<file path="config.mk">
export PLATFORM = sky130hd
export DESIGN_NAME = port_phy_control_status_regs
export DESIGN_NICKNAME = d
export VERILOG_FILES = /design/src/hdl/phy_regs_pkg.sv /design/src/hdl/port_phy_control_status_regs.sv /design/src/hdl/reset_release.sv
export SDC_FILE = /design/constraint.sdc
export NUM_CORES = 1
export LEC_CHECK = 0
export ABC_AREA = 0
export BUFFER_PORTS_ARGS = -buffer_cell sky130_fd_sc_hd__buf_2
export CORE_MARGIN = 2
export CORE_UTILIZATION = 50
export DETAILED_ROUTE_END_ITERATION = 16
export PLACE_DENSITY = 0.76
export SYNTH_ARGS = -nofsm -noshare
export SYNTH_HDL_FRONTEND = slang
export SYNTH_SLANG_ARGS = --single-unit
</file>
<file path="constraint.sdc">
create_clock -name CLK -period 5.71 [get_ports CLK]
set_input_delay 1.142 -clock CLK [delete_from_list [all_inputs] [get_ports CLK]]
set_output_delay 1.142 -clock CLK [all_outputs]
set_load 0.03 [all_outputs]
</file>
<file path="src/hdl/phy_regs_pkg.sv">
// Constants for the per-port PHY control and status register set
`default_nettype none
package phy_regs_pkg;
  localparam int PORTS = 2;
  // Register offsets, index 0 is port 1 and index 1 is port 2
  localparam logic [7:0] NEG_OFS [0:1] = '{8'h1c, 8'h2c};
  localparam logic [7:0] MISC_OFS [0:1] = '{8'h1d, 8'h2d};
  localparam logic [7:0] STAT_OFS [0:1] = '{8'h1e, 8'h2e};
  localparam logic [7:0] P3_RSVD_LO = 8'h3c;
  localparam logic [7:0] P3_RSVD_HI = 8'h3e;
  // Negotiation control fields
  localparam int AN_EN_BIT = 7;
  localparam int SPD_BIT = 6;
  localparam int DPX_BIT = 5;
  localparam int PAUSE_BIT = 4;
  localparam int ABIL_MSB = 3;
  // Miscellaneous control fields
  localparam int LED_OFF_BIT = 7;
  localparam int TXDIS_BIT = 6;
  localparam int RESTART_BIT = 5;
  localparam int FEF_BIT = 4;
  localparam int PWRDN_BIT = 3;
  localparam int MDIX_DIS_BIT = 2;
  localparam int FORCE_MDI_BIT = 1;
  // Link status fields
  localparam int ST_MDIX_BIT = 7;
  localparam int ST_AN_DONE_BIT = 6;
  localparam int ST_LINK_BIT = 5;
  // Reset values before the straps are taken
  localparam logic [7:0] NEG_RST = 8'h0f;
  localparam logic [7:0] MISC_RST = 8'h00;
  localparam logic [7:0] STAT_RST = 8'h00;
  localparam logic [3:0] LED_RST = 4'hf;
  // Standard management register numbers
  localparam logic [4:0] MII_CTRL = 5'h00;
  localparam logic [4:0] MII_STAT = 5'h01;
  localparam logic [4:0] MII_ADV = 5'h04;
  localparam logic [4:0] MII_LPA = 5'h05;
  localparam logic [4:0] MII_VEND = 5'h1f;
  // Standard management field positions
  localparam int MII_SPD_BIT = 13;
  localparam int MII_ANEN_BIT = 12;
  localparam int MII_PWRDN_BIT = 11;
  localparam int MII_RESTART_BIT = 9;
  localparam int MII_DPX_BIT = 8;
  localparam int MII_ANCMPL_BIT = 5;
  localparam int MII_LINK_BIT = 2;
  localparam int MII_PAUSE_BIT = 10;
  localparam int MII_ABIL_LSB = 5;
  localparam logic [4:0] MII_SELECTOR = 5'h01;
endpackage : phy_regs_pkg
`default_nettype wire

</file>
<file path="src/hdl/port_phy_control_status_regs.sv">
// Per-port PHY control and status registers for the two PHY ports
`default_nettype none
module port_phy_control_status_regs
  import phy_regs_pkg::*;
(
  // Clock and reset
  input wire logic CLK,
  input wire logic RESET_N,
  // Strap inputs
  input wire logic PORT1_NEGOTIATION_STRAP,
  input wire logic PORT2_NEGOTIATION_STRAP,
  input wire logic PORT1_SPEED_STRAP,
  input wire logic PORT2_SPEED_STRAP,
  input wire logic PORT1_DUPLEX_STRAP,
  input wire logic PORT2_DUPLEX_STRAP,
  input wire logic PAUSE_ADVERTISE_STRAP,
  input wire logic PORT2_CROSSOVER_DISABLE_STRAP,
  input wire logic PORT2_CROSSOVER_FORCE_STRAP,
  // Internal register port
  input wire logic [7:0] REG_ADDR,
  input wire logic REG_WR,
  input wire logic REG_RD,
  input wire logic [7:0] REG_WDATA,
  output logic [7:0] REG_RDATA,
  // Standard management register port
  input wire logic MII_PORT,
  input wire logic [4:0] MII_REG,
  input wire logic MII_WR,
  input wire logic MII_RD,
  input wire logic [15:0] MII_WDATA,
  output logic [15:0] MII_RDATA,
  // PHY state, index 0 is port 1
  input wire logic [1:0] PHY_MDIX_STATE,
  input wire logic [1:0] PHY_AN_DONE,
  input wire logic [1:0] PHY_LINK_GOOD,
  input wire logic [1:0] PHY_SPEED_SENSE,
  input wire logic [1:0] PHY_PARTNER_PAUSE,
  input wire logic [1:0][3:0] PHY_PARTNER_ABILITY,
  input wire logic [1:0][3:0] PHY_LED,
  // PHY controls
  output logic [1:0] AN_ENABLE,
  output logic [1:0] AN_RESTART,
  output logic [1:0] SPEED_100,
  output logic [1:0] FULL_DUPLEX,
  output logic [1:0] PAUSE_ADVERTISE,
  output logic [1:0][3:0] ABILITY_ADVERTISE,
  output logic [1:0] TX_DISABLE,
  output logic [1:0] POWER_DOWN,
  output logic FAR_END_FAULT_DISABLE,
  output logic [1:0] CROSSOVER_AUTO,
  output logic [1:0] CROSSOVER_MDI,
  // LED pins
  output logic [1:0] PORT_LED_OUT_3,
  output logic [1:0] PORT_LED_OUT_2,
  output logic [1:0] PORT_LED_OUT_1,
  output logic [1:0] PORT_LED_OUT_0
);
  typedef enum logic {PH_STRAP, PH_RUN} phase_e;

  typedef struct packed {
    phase_e phase;
    logic [1:0][7:0] neg;
    logic [1:0][7:0] misc;
    logic [1:0][7:0] stat;
    logic [1:0] restart;
    logic [1:0][3:0] led;
    logic [1:0] speed;
    logic [1:0] duplex;
    logic [7:0] reg_rdata;
    logic [15:0] mii_rdata;
  } state_s;

  state_s s;
  state_s next_s;
  logic rst_n;

  reset_release u_reset_release (
    .clk(CLK),
    .rst_in_n(RESET_N),
    .rst_out_n(rst_n)
  );

  // Five ability bits into the standard advertisement layout
  function automatic logic [15:0] adv_word(input logic [4:0] pa);
    adv_word = '0;
    adv_word[MII_PAUSE_BIT] = pa[PAUSE_BIT];
    adv_word[MII_ABIL_LSB +: 4] = pa[ABIL_MSB:0];
    adv_word[4:0] = MII_SELECTOR;
  endfunction : adv_word

  logic [1:0] strap_an;
  logic [1:0] strap_spd;
  logic [1:0] strap_dpx;
  assign strap_an = {PORT2_NEGOTIATION_STRAP, PORT1_NEGOTIATION_STRAP};
  assign strap_spd = {PORT2_SPEED_STRAP, PORT1_SPEED_STRAP};
  assign strap_dpx = {PORT2_DUPLEX_STRAP, PORT1_DUPLEX_STRAP};

  always_comb begin
    logic [3:0] common;
    logic mii_sel;
    common = '0;
    mii_sel = 1'b0;
    next_s = s;
    next_s.restart = '0;
    next_s.phase = PH_RUN;
    for (int p = 0; p < PORTS; p++) begin
      mii_sel = (MII_PORT == p[0]);
      if (s.phase == PH_STRAP) begin
        next_s.neg[p][AN_EN_BIT] = strap_an[p];
        next_s.neg[p][SPD_BIT] = strap_spd[p];
        next_s.neg[p][DPX_BIT] = strap_dpx[p];
        next_s.neg[p][PAUSE_BIT] = PAUSE_ADVERTISE_STRAP;
        if (p == 1) begin
          next_s.misc[p][MDIX_DIS_BIT] = PORT2_CROSSOVER_DISABLE_STRAP;
          next_s.misc[p][FORCE_MDI_BIT] = PORT2_CROSSOVER_FORCE_STRAP;
        end
      end else begin
        // Management writes first, so the internal port wins a collision
        if (MII_WR && mii_sel) begin
          case (MII_REG)
            MII_CTRL: begin
              next_s.neg[p][AN_EN_BIT] = MII_WDATA[MII_ANEN_BIT];
              next_s.neg[p][SPD_BIT] = MII_WDATA[MII_SPD_BIT];
              next_s.neg[p][DPX_BIT] = MII_WDATA[MII_DPX_BIT];
              next_s.misc[p][PWRDN_BIT] = MII_WDATA[MII_PWRDN_BIT];
              next_s.restart[p] = MII_WDATA[MII_RESTART_BIT];
            end
            MII_ADV: begin
              next_s.neg[p][PAUSE_BIT] = MII_WDATA[MII_PAUSE_BIT];
              next_s.neg[p][ABIL_MSB:0] = MII_WDATA[MII_ABIL_LSB +: 4];
            end
            MII_VEND: begin
              next_s.misc[p] = MII_WDATA[7:0];
              next_s.misc[p][RESTART_BIT] = 1'b0;
              next_s.restart[p] = MII_WDATA[RESTART_BIT];
            end
            default: begin
            end
          endcase
        end
        if (REG_WR && REG_ADDR == NEG_OFS[p]) begin
          next_s.neg[p] = REG_WDATA;
        end
        if (REG_WR && REG_ADDR == MISC_OFS[p]) begin
          next_s.misc[p] = REG_WDATA;
          next_s.misc[p][RESTART_BIT] = 1'b0;
          next_s.restart[p] = REG_WDATA[RESTART_BIT];
        end
      end
      // Status follows the PHY every cycle
      next_s.stat[p] = {PHY_MDIX_STATE[p], PHY_AN_DONE[p], PHY_LINK_GOOD[p],
                        PHY_PARTNER_PAUSE[p], PHY_PARTNER_ABILITY[p]};
      // LEDs blanked high or passed from the PHY
      next_s.led[p] = s.misc[p][LED_OFF_BIT] ? 4'hf : PHY_LED[p];
      // Operating speed and duplex
      common = s.neg[p][ABIL_MSB:0] & s.stat[p][ABIL_MSB:0];
      if (!s.neg[p][AN_EN_BIT]) begin
        next_s.speed[p] = s.neg[p][SPD_BIT];
        next_s.duplex[p] = s.neg[p][DPX_BIT];
      end else if (s.stat[p][ST_AN_DONE_BIT] && common != 4'h0) begin
        next_s.speed[p] = common[3] | common[2];
        next_s.duplex[p] = common[3] | (~common[2] & common[1]);
      end else begin
        next_s.speed[p] = PHY_SPEED_SENSE[p];
        next_s.duplex[p] = s.neg[p][DPX_BIT];
      end
    end
    // Internal register read, one cycle latency
    if (REG_RD) begin
      next_s.reg_rdata = '0;
      for (int p = 0; p < PORTS; p++) begin
        if (REG_ADDR == NEG_OFS[p]) begin
          next_s.reg_rdata = s.neg[p];
        end
        if (REG_ADDR == MISC_OFS[p]) begin
          next_s.reg_rdata = s.misc[p];
        end
        if (REG_ADDR == STAT_OFS[p]) begin
          next_s.reg_rdata = s.stat[p];
        end
      end
    end
    // Standard management read view
    if (MII_RD) begin
      next_s.mii_rdata = '0;
      for (int p = 0; p < PORTS; p++) begin
        if (MII_PORT == p[0]) begin
          case (MII_REG)
            MII_CTRL: begin
              next_s.mii_rdata[MII_ANEN_BIT] = s.neg[p][AN_EN_BIT];
              next_s.mii_rdata[MII_SPD_BIT] = s.neg[p][SPD_BIT];
              next_s.mii_rdata[MII_DPX_BIT] = s.neg[p][DPX_BIT];
              next_s.mii_rdata[MII_PWRDN_BIT] = s.misc[p][PWRDN_BIT];
            end
            MII_STAT: begin
              next_s.mii_rdata[MII_ANCMPL_BIT] = s.stat[p][ST_AN_DONE_BIT];
              next_s.mii_rdata[MII_LINK_BIT] = s.stat[p][ST_LINK_BIT];
            end
            MII_ADV: begin
              next_s.mii_rdata = adv_word(s.neg[p][4:0]);
            end
            MII_LPA: begin
              next_s.mii_rdata = adv_word(s.stat[p][4:0]);
            end
            MII_VEND: begin
              next_s.mii_rdata = {s.stat[p], s.misc[p]};
            end
            default: begin
            end
          endcase
        end
      end
    end
  end

  always_ff @(posedge CLK or negedge rst_n) begin
    if (!rst_n) begin
      s.phase <= PH_STRAP;
      s.neg <= {NEG_RST, NEG_RST};
      s.misc <= {MISC_RST, MISC_RST};
      s.stat <= {STAT_RST, STAT_RST};
      s.restart <= '0;
      s.led <= {LED_RST, LED_RST};
      s.speed <= '0;
      s.duplex <= '0;
      s.reg_rdata <= '0;
      s.mii_rdata <= '0;
    end else begin
      s <= next_s;
    end
  end

  assign REG_RDATA = s.reg_rdata;
  assign MII_RDATA = s.mii_rdata;
  assign AN_RESTART = s.restart;
  assign SPEED_100 = s.speed;
  assign FULL_DUPLEX = s.duplex;
  assign FAR_END_FAULT_DISABLE = s.misc[0][FEF_BIT];

  genvar g;
  generate
    for (g = 0; g < PORTS; g++) begin : g_port
      assign AN_ENABLE[g] = s.neg[g][AN_EN_BIT];
      assign PAUSE_ADVERTISE[g] = s.neg[g][PAUSE_BIT];
      assign ABILITY_ADVERTISE[g] = s.neg[g][ABIL_MSB:0];
      assign TX_DISABLE[g] = s.misc[g][TXDIS_BIT];
      assign POWER_DOWN[g] = s.misc[g][PWRDN_BIT];
      assign CROSSOVER_AUTO[g] = ~s.misc[g][MDIX_DIS_BIT];
      assign CROSSOVER_MDI[g] = s.misc[g][MDIX_DIS_BIT] & s.misc[g][FORCE_MDI_BIT];
      assign PORT_LED_OUT_3[g] = s.led[g][3];
      assign PORT_LED_OUT_2[g] = s.led[g][2];
      assign PORT_LED_OUT_1[g] = s.led[g][1];
      assign PORT_LED_OUT_0[g] = s.led[g][0];

    end
  endgenerate
endmodule : port_phy_control_status_regs
`default_nettype wire

</file>
<file path="src/hdl/reset_release.sv">
// Two-stage release of the asynchronous reset
`default_nettype none
module reset_release (
  // Clock and raw reset
  input wire logic clk,
  input wire logic rst_in_n,
  // Released reset
  output logic rst_out_n
);
  typedef struct packed {
    logic [1:0] sync;
  } state_s;

  state_s s;
  state_s next_s;

  always_comb begin
    next_s = s;
    next_s.sync = {s.sync[0], 1'b1};
  end

  always_ff @(posedge clk or negedge rst_in_n) begin
    if (!rst_in_n) begin
      s <= '0;
    end else begin
      s <= next_s;
    end
  end

  assign rst_out_n = s.sync[1];
endmodule : reset_release
`default_nettype wire

</file>
Word level (Yosys, flattened, before mapping) --
Index checks and enable logic that the tools add are counted.
Cells by class: eq/ne operators 18, multiplexer cells 59, bitwise operators 15, reductions and logical operators 33
Operators by type and width (count):
- 8-bit two-way mux | 14
- 16-bit two-way mux | 2
- 8-bit by 5-bit equality test with 1-bit output (second input constant) | 3
- 8-bit by 6-bit equality test with 1-bit output (second input constant) | 3
- 3-bit by 1-bit inequality test with 1-bit output (second input constant) | 8
- 2-bit one-hot mux with 3 select lines | 4
- 4-bit two-way mux | 5
- 3-bit AND reduction | 6
- 1-bit one-hot mux with 4 select lines | 4
- 2-bit one-hot mux with 2 select lines | 4
- 2-bit nonzero test | 8
- 1-bit two-way mux | 14
- 5-bit by 3-bit equality test with 1-bit output (second input constant) | 2
- 2-bit AND reduction | 5
- 3-bit one-hot mux with 3 select lines | 1
- 4-bit AND | 2
- 1-bit logical AND | 8
- 4-bit nonzero test | 2
- 2-bit two-way mux | 3
- 3-bit two-way mux | 2
- 1-bit one-hot mux with 2 select lines | 3
- 3-bit one-hot mux with 2 select lines | 1
- 3-bit nonzero test | 2
- 5-bit by 1-bit equality test with 1-bit output (second input constant) | 1
- 8 further kinds | 18
Word-level totals: register bits 89, bits of input ports 79, output and inout port bits 59, word-level logic and storage cells 147

Logic depth before layout (Yosys ltp) --
word-level depth 7, gate-level depth with buffers 7, depth with buffers taken out 5

Modules after synthesis --
A second synthesis with hierarchy kept.
Unflattened totals: cell total of the unflattened synthesis 516, area total of the unflattened synthesis 5207.5 sq um
Modules (own cells, without submodules):
- port_phy_control_status_regs | times used 1, cells an instance 513, area each 5153.7 sq um, seq. area each 2147.1 sq um
- reset_release | times used 1, cells an instance 3, area each 53.8 sq um, seq. area each 50.0 sq um

Worst setup path before layout --
No wires, ideal clock.
path kind input-to-reg, start in REG_ADDR[5], end reg s[76] (netlist name), library setup time 0.125 ns, arrival time 2.664 ns, data required time 5.585 ns, slack 2.920 ns, stages on the path 7, path buffers 2, path through or4b_4 -> buf_6 -> or3_4 -> buf_6 -> o211a_4 -> a22oi_1 -> o21ai_2
On the way: longest elaborated chain between the ends 4, elaborated cells on any way between the ends 7, those cells by class eq/ne: 3; mux: 2; reduce/logical: 2
RTL lines:
- start, declared | RTL line port_phy_control_status_regs.sv:20 | input wire logic [7:0] REG_ADDR,
- 8-bit by 5-bit equality test with 1-bit output (*) | RTL line port_phy_control_status_regs.sv:141 | if (REG_WR && REG_ADDR == NEG_OFS[p]) begin
- 1-bit logical AND (*) | RTL line port_phy_control_status_regs.sv:141
- 3-bit by 1-bit inequality test with 1-bit output (no source line) / 8-bit two-way mux (equally long branches)
- 2-bit AND reduction (no source line) / 4-bit two-way mux (equally long branches)
- end signal, assigned | RTL line port_phy_control_status_regs.sv:229 | s <= next_s;
- end, declared | RTL line port_phy_control_status_regs.sv:73 | state_s s;
Every way passes the cells marked *; elsewhere a longest branch is shown, timed or not. A chain may end at the register's enable or synchronous reset.

Worst setup path after layout --
start in REG_ADDR[1], end reg s[61] (netlist name)
On the way: longest elaborated chain between the ends 4, elaborated cells on any way between the ends 6, those cells by class eq/ne: 1; mux: 1; reduce/logical: 4
RTL lines:
- 8-bit by 5-bit equality test with 1-bit output (*) | RTL line port_phy_control_status_regs.sv:144 | if (REG_WR && REG_ADDR == MISC_OFS[p]) begin
- 1-bit logical AND (*) | RTL line port_phy_control_status_regs.sv:144
- 2-bit nonzero test (no source line)
- 3-bit AND reduction (no source line)
Marks and branches as above.

==> impl_metrics.ini <==
[sta]
fin_worst_skew_ns = 0.0138
min_period_ns = 3.00
setup_tns_after_final_layout_ns = 0
setup_viol = 0
final_critical_path_setup_slack_ns = 2.71
report.final.hold_viol_count = 0
period_share = 0.525
report.final.slew_viol_count = 0
timing_worst_slew_pin_value_ns = 1.22
fmax_ghz = 0.334
timing.max_slew.rel_slack = 0.185
rsz0062_at_grt = no

[power_and_ir_drop]
largest_voltage_drop_on_the_vdd_net_v = 0.000153
power.static_leakage_nw = 2.53
finalPower_mw = 1.45
power_density_of_the_placed_cells_nw_per_um2 = 266

[synth]
ys.flop_type = dfrtp_1
syn_avg_cell_area_um2 = 9.76
mappedNetlistArea_um2 = 4900
netlist_instances = 502
netlist_top_cells_count = 71 x dfrtp_1, 54 x buf_4, 51 x o21ai_0, 44 x nand2_1, 33 x nor2_1
synth_async_sr_flop_share = 1.00
synth_warnings = 0
synth.distinct_cells = 62
synth_enable_flop_cells = 0
synth_largest_area_cell = dfrtp_1
synth_area_leaders = dfrtp_1 36%, dfstp_2 8.6%, buf_4 8.3%, mux2i_1 5.7%, o21ai_0 5.2%
ys_seq_area_frac = 0.449
ys_seq_elements = 87
synth_top_area_share = 0.363
library_cell_with_the_highest_instance_count_after_synthesis = dfrtp_1

[cells_and_area]
instances_no_fill = 712
layout-drive-gt1-share = 0.340
antenna_cells = 0
final_area_um2 = 5440
nFillCells = 913
layout.nets = 653
syn2layout_area_growth_pct = 11.1

[clock_network]
worst_skew_pair.late_latency_ns = 0.36
tritoncts.num_buffers = 9
cts-hold-fix-buffers = 0
worst_setup_hold_path_clk_slew_ns = 0.09
post_cts_resized = 0
clk_path_buf_depth = 2
cts.sinks = 87
clk_root_buffer_cell = clkbuf_8
post_cts.repair.setup_buffers = 0
tritoncts_clock_tree = done
h-tree-depth = 3

[placement]
placed_area_um2 = 5240
globalplace.congestion = 0.926
place.detailed.hpwl_um = 10600
dp_worst_setup_slack_ns = 2.39
dp.cells = 696
io_buffer_count = 135

[floorplanning]
fp-row-count = 36
effective_utilization_at_floorplan = 0.508
die_y_um = 103
die_area_um2 = 10600
io-pin-count = 138
die_width_um = 103
design.core.area_um2 = 9640

[setup_path]
worstReg2RegStart = s[86]
criticalPathCategory = in2reg
timing.rr.end = AN_ENABLE[1]
critPathArrivalTime_ns = 3.26
setup.reg_to_reg.worst_slack_ns = 3.55
reg2reg_depth = 4
critical_path.max_fanout = 12
critical_path_required_ns = 5.97
crit_path_start_kind = input port
worst_setup_path_end_kind = register

[global_route]
first_global_vias = 4005
gr-usage-all-layers = 0.270
grt_first_pass_wirelength_um = 21200
grt_max_degree = 86
grt_antenna_before_repair = 0
grt_overflow_total = 0

[route]
drt.antenna.violating_nets = 0
drt_drc_violations_left = 0
drt-wirelength-per-cell_um = 20.1
vias = 4267
routed_via_density = 5.99
postRouteWirelength_um = 14300
dr.first_iter.drc_count = 548
drtPass1Iterations = 7

[worst_hold_path]
whs_path_depth = 0
hold_path_class = reg2reg
whs_endpoint = u_reset_release.s[1]
min_from = u_reset_release.s[0]

[run]
drv.max_cap_violation_count = 0

[outcome]
run_status = finished, final reports clean
## cell families after synthesis
family,Yosys count,share of synthesized area
flops,87,0.449
mux,37,0.0779
compound gates,159,0.222
simple gates,130,0.137
buf+inv,88,0.114
other cells,1,0.000766
## worst max-delay path, stage by stage
cell and delay [ns]:
buf_2 0.11, nand4b_1 0.52, nor3_4 0.71, o21ai_1 0.41, o21ai_0 0.35
## sequential cells by signal (all words and copies together), names as in the netlist, 8 cells and up
signal / cells
MII_RDATA: 16
ABILITY_ADVERTISE: 8
REG_RDATA: 8
s: 30
## placed cells by master (no fill, tap or decap), types with 3 or more instances in the layout
cell and count:
a21o_1 6, nor3_1 6, o22ai_1 6, buf_2 135, a222oi_1 4, nand2_1 44
or2_2 8, inv_1 13, a21oi_1 18, mux2i_1 28, a22o_1 7, a211oi_1 4
mux2_2 9, nand3_1 7, or3_1 3, dfrtp_1 70, o21ai_0 51, nand2b_1 3
nor2_1 33, a22oi_1 13, o21ai_1 5, o2bb2ai_1 3, clkbuf_8 9, a221o_1 8
and2_1 3, a221oi_1 17, dfstp_2 16, inv_6 4
## metrics by stage
stage | util | hold WS (ns)
after CTS | 0.565 | 0.364
after global routing | 0.565 | 0.377
final | 0.565 | 0.361
after global placement | 0.544 | 0.338
after detailed placement | 0.544 | 0.342
after floorplan | - | 0.331
## metal layers
metal | vias to the layer above | global-route usage | share of wire
met5 | - | 0 | 0
met4 | 0 | 0.111 | 0.034
met3 | 33 | 0.0508 | 0.096
met2 | 227 | 0.421 | 0.46
met1 | 2075 | 0.371 | 0.41
li1 | 1932 | - | -
## how the worst max path moves through the flow
stage / start / endpoint / slack [ns] / cells past startpoint
CTS: REG_ADDR[1] / s[61] / 2.78 / 5
finish: REG_ADDR[1] / s[61] / 2.71 / 5
detailed placement: REG_ADDR[1] / s[61] / 2.39 / 6
global placement: REG_ADDR[1] / s[54] / 2.51 / 6
floorplan: REG_ADDR[5] / s[76] / 2.92 / 7
global route: REG_ADDR[1] / s[61] / 2.52 / 5
## power breakdown
group	total [mW]	internal, mW	switching (mW)
clock network	0.443	0.208	0.235
registers	0.753	0.673	0.0795
logic	0.249	0.0913	0.158
## layout make-up
| cell class | instances | area (µm²) | share of cell area |
|---|---|---|---|
| Timing Repair Buffer | 135 | 676 | 0.124 |
| Sequential cell | 87 | 2200 | 0.404 |
| Inverter | 13 | 48.8 | 0.00897 |
| Multi-Input combinational cell | 328 | 2150 | 0.395 |
| Tap cell | 133 | 166 | 0.0306 |
| Clock inverter | 7 | 77.6 | 0.0143 |
| Clock buffer | 9 | 124 | 0.0228 |
Note: power is estimated with default switching activity, not from simulation.
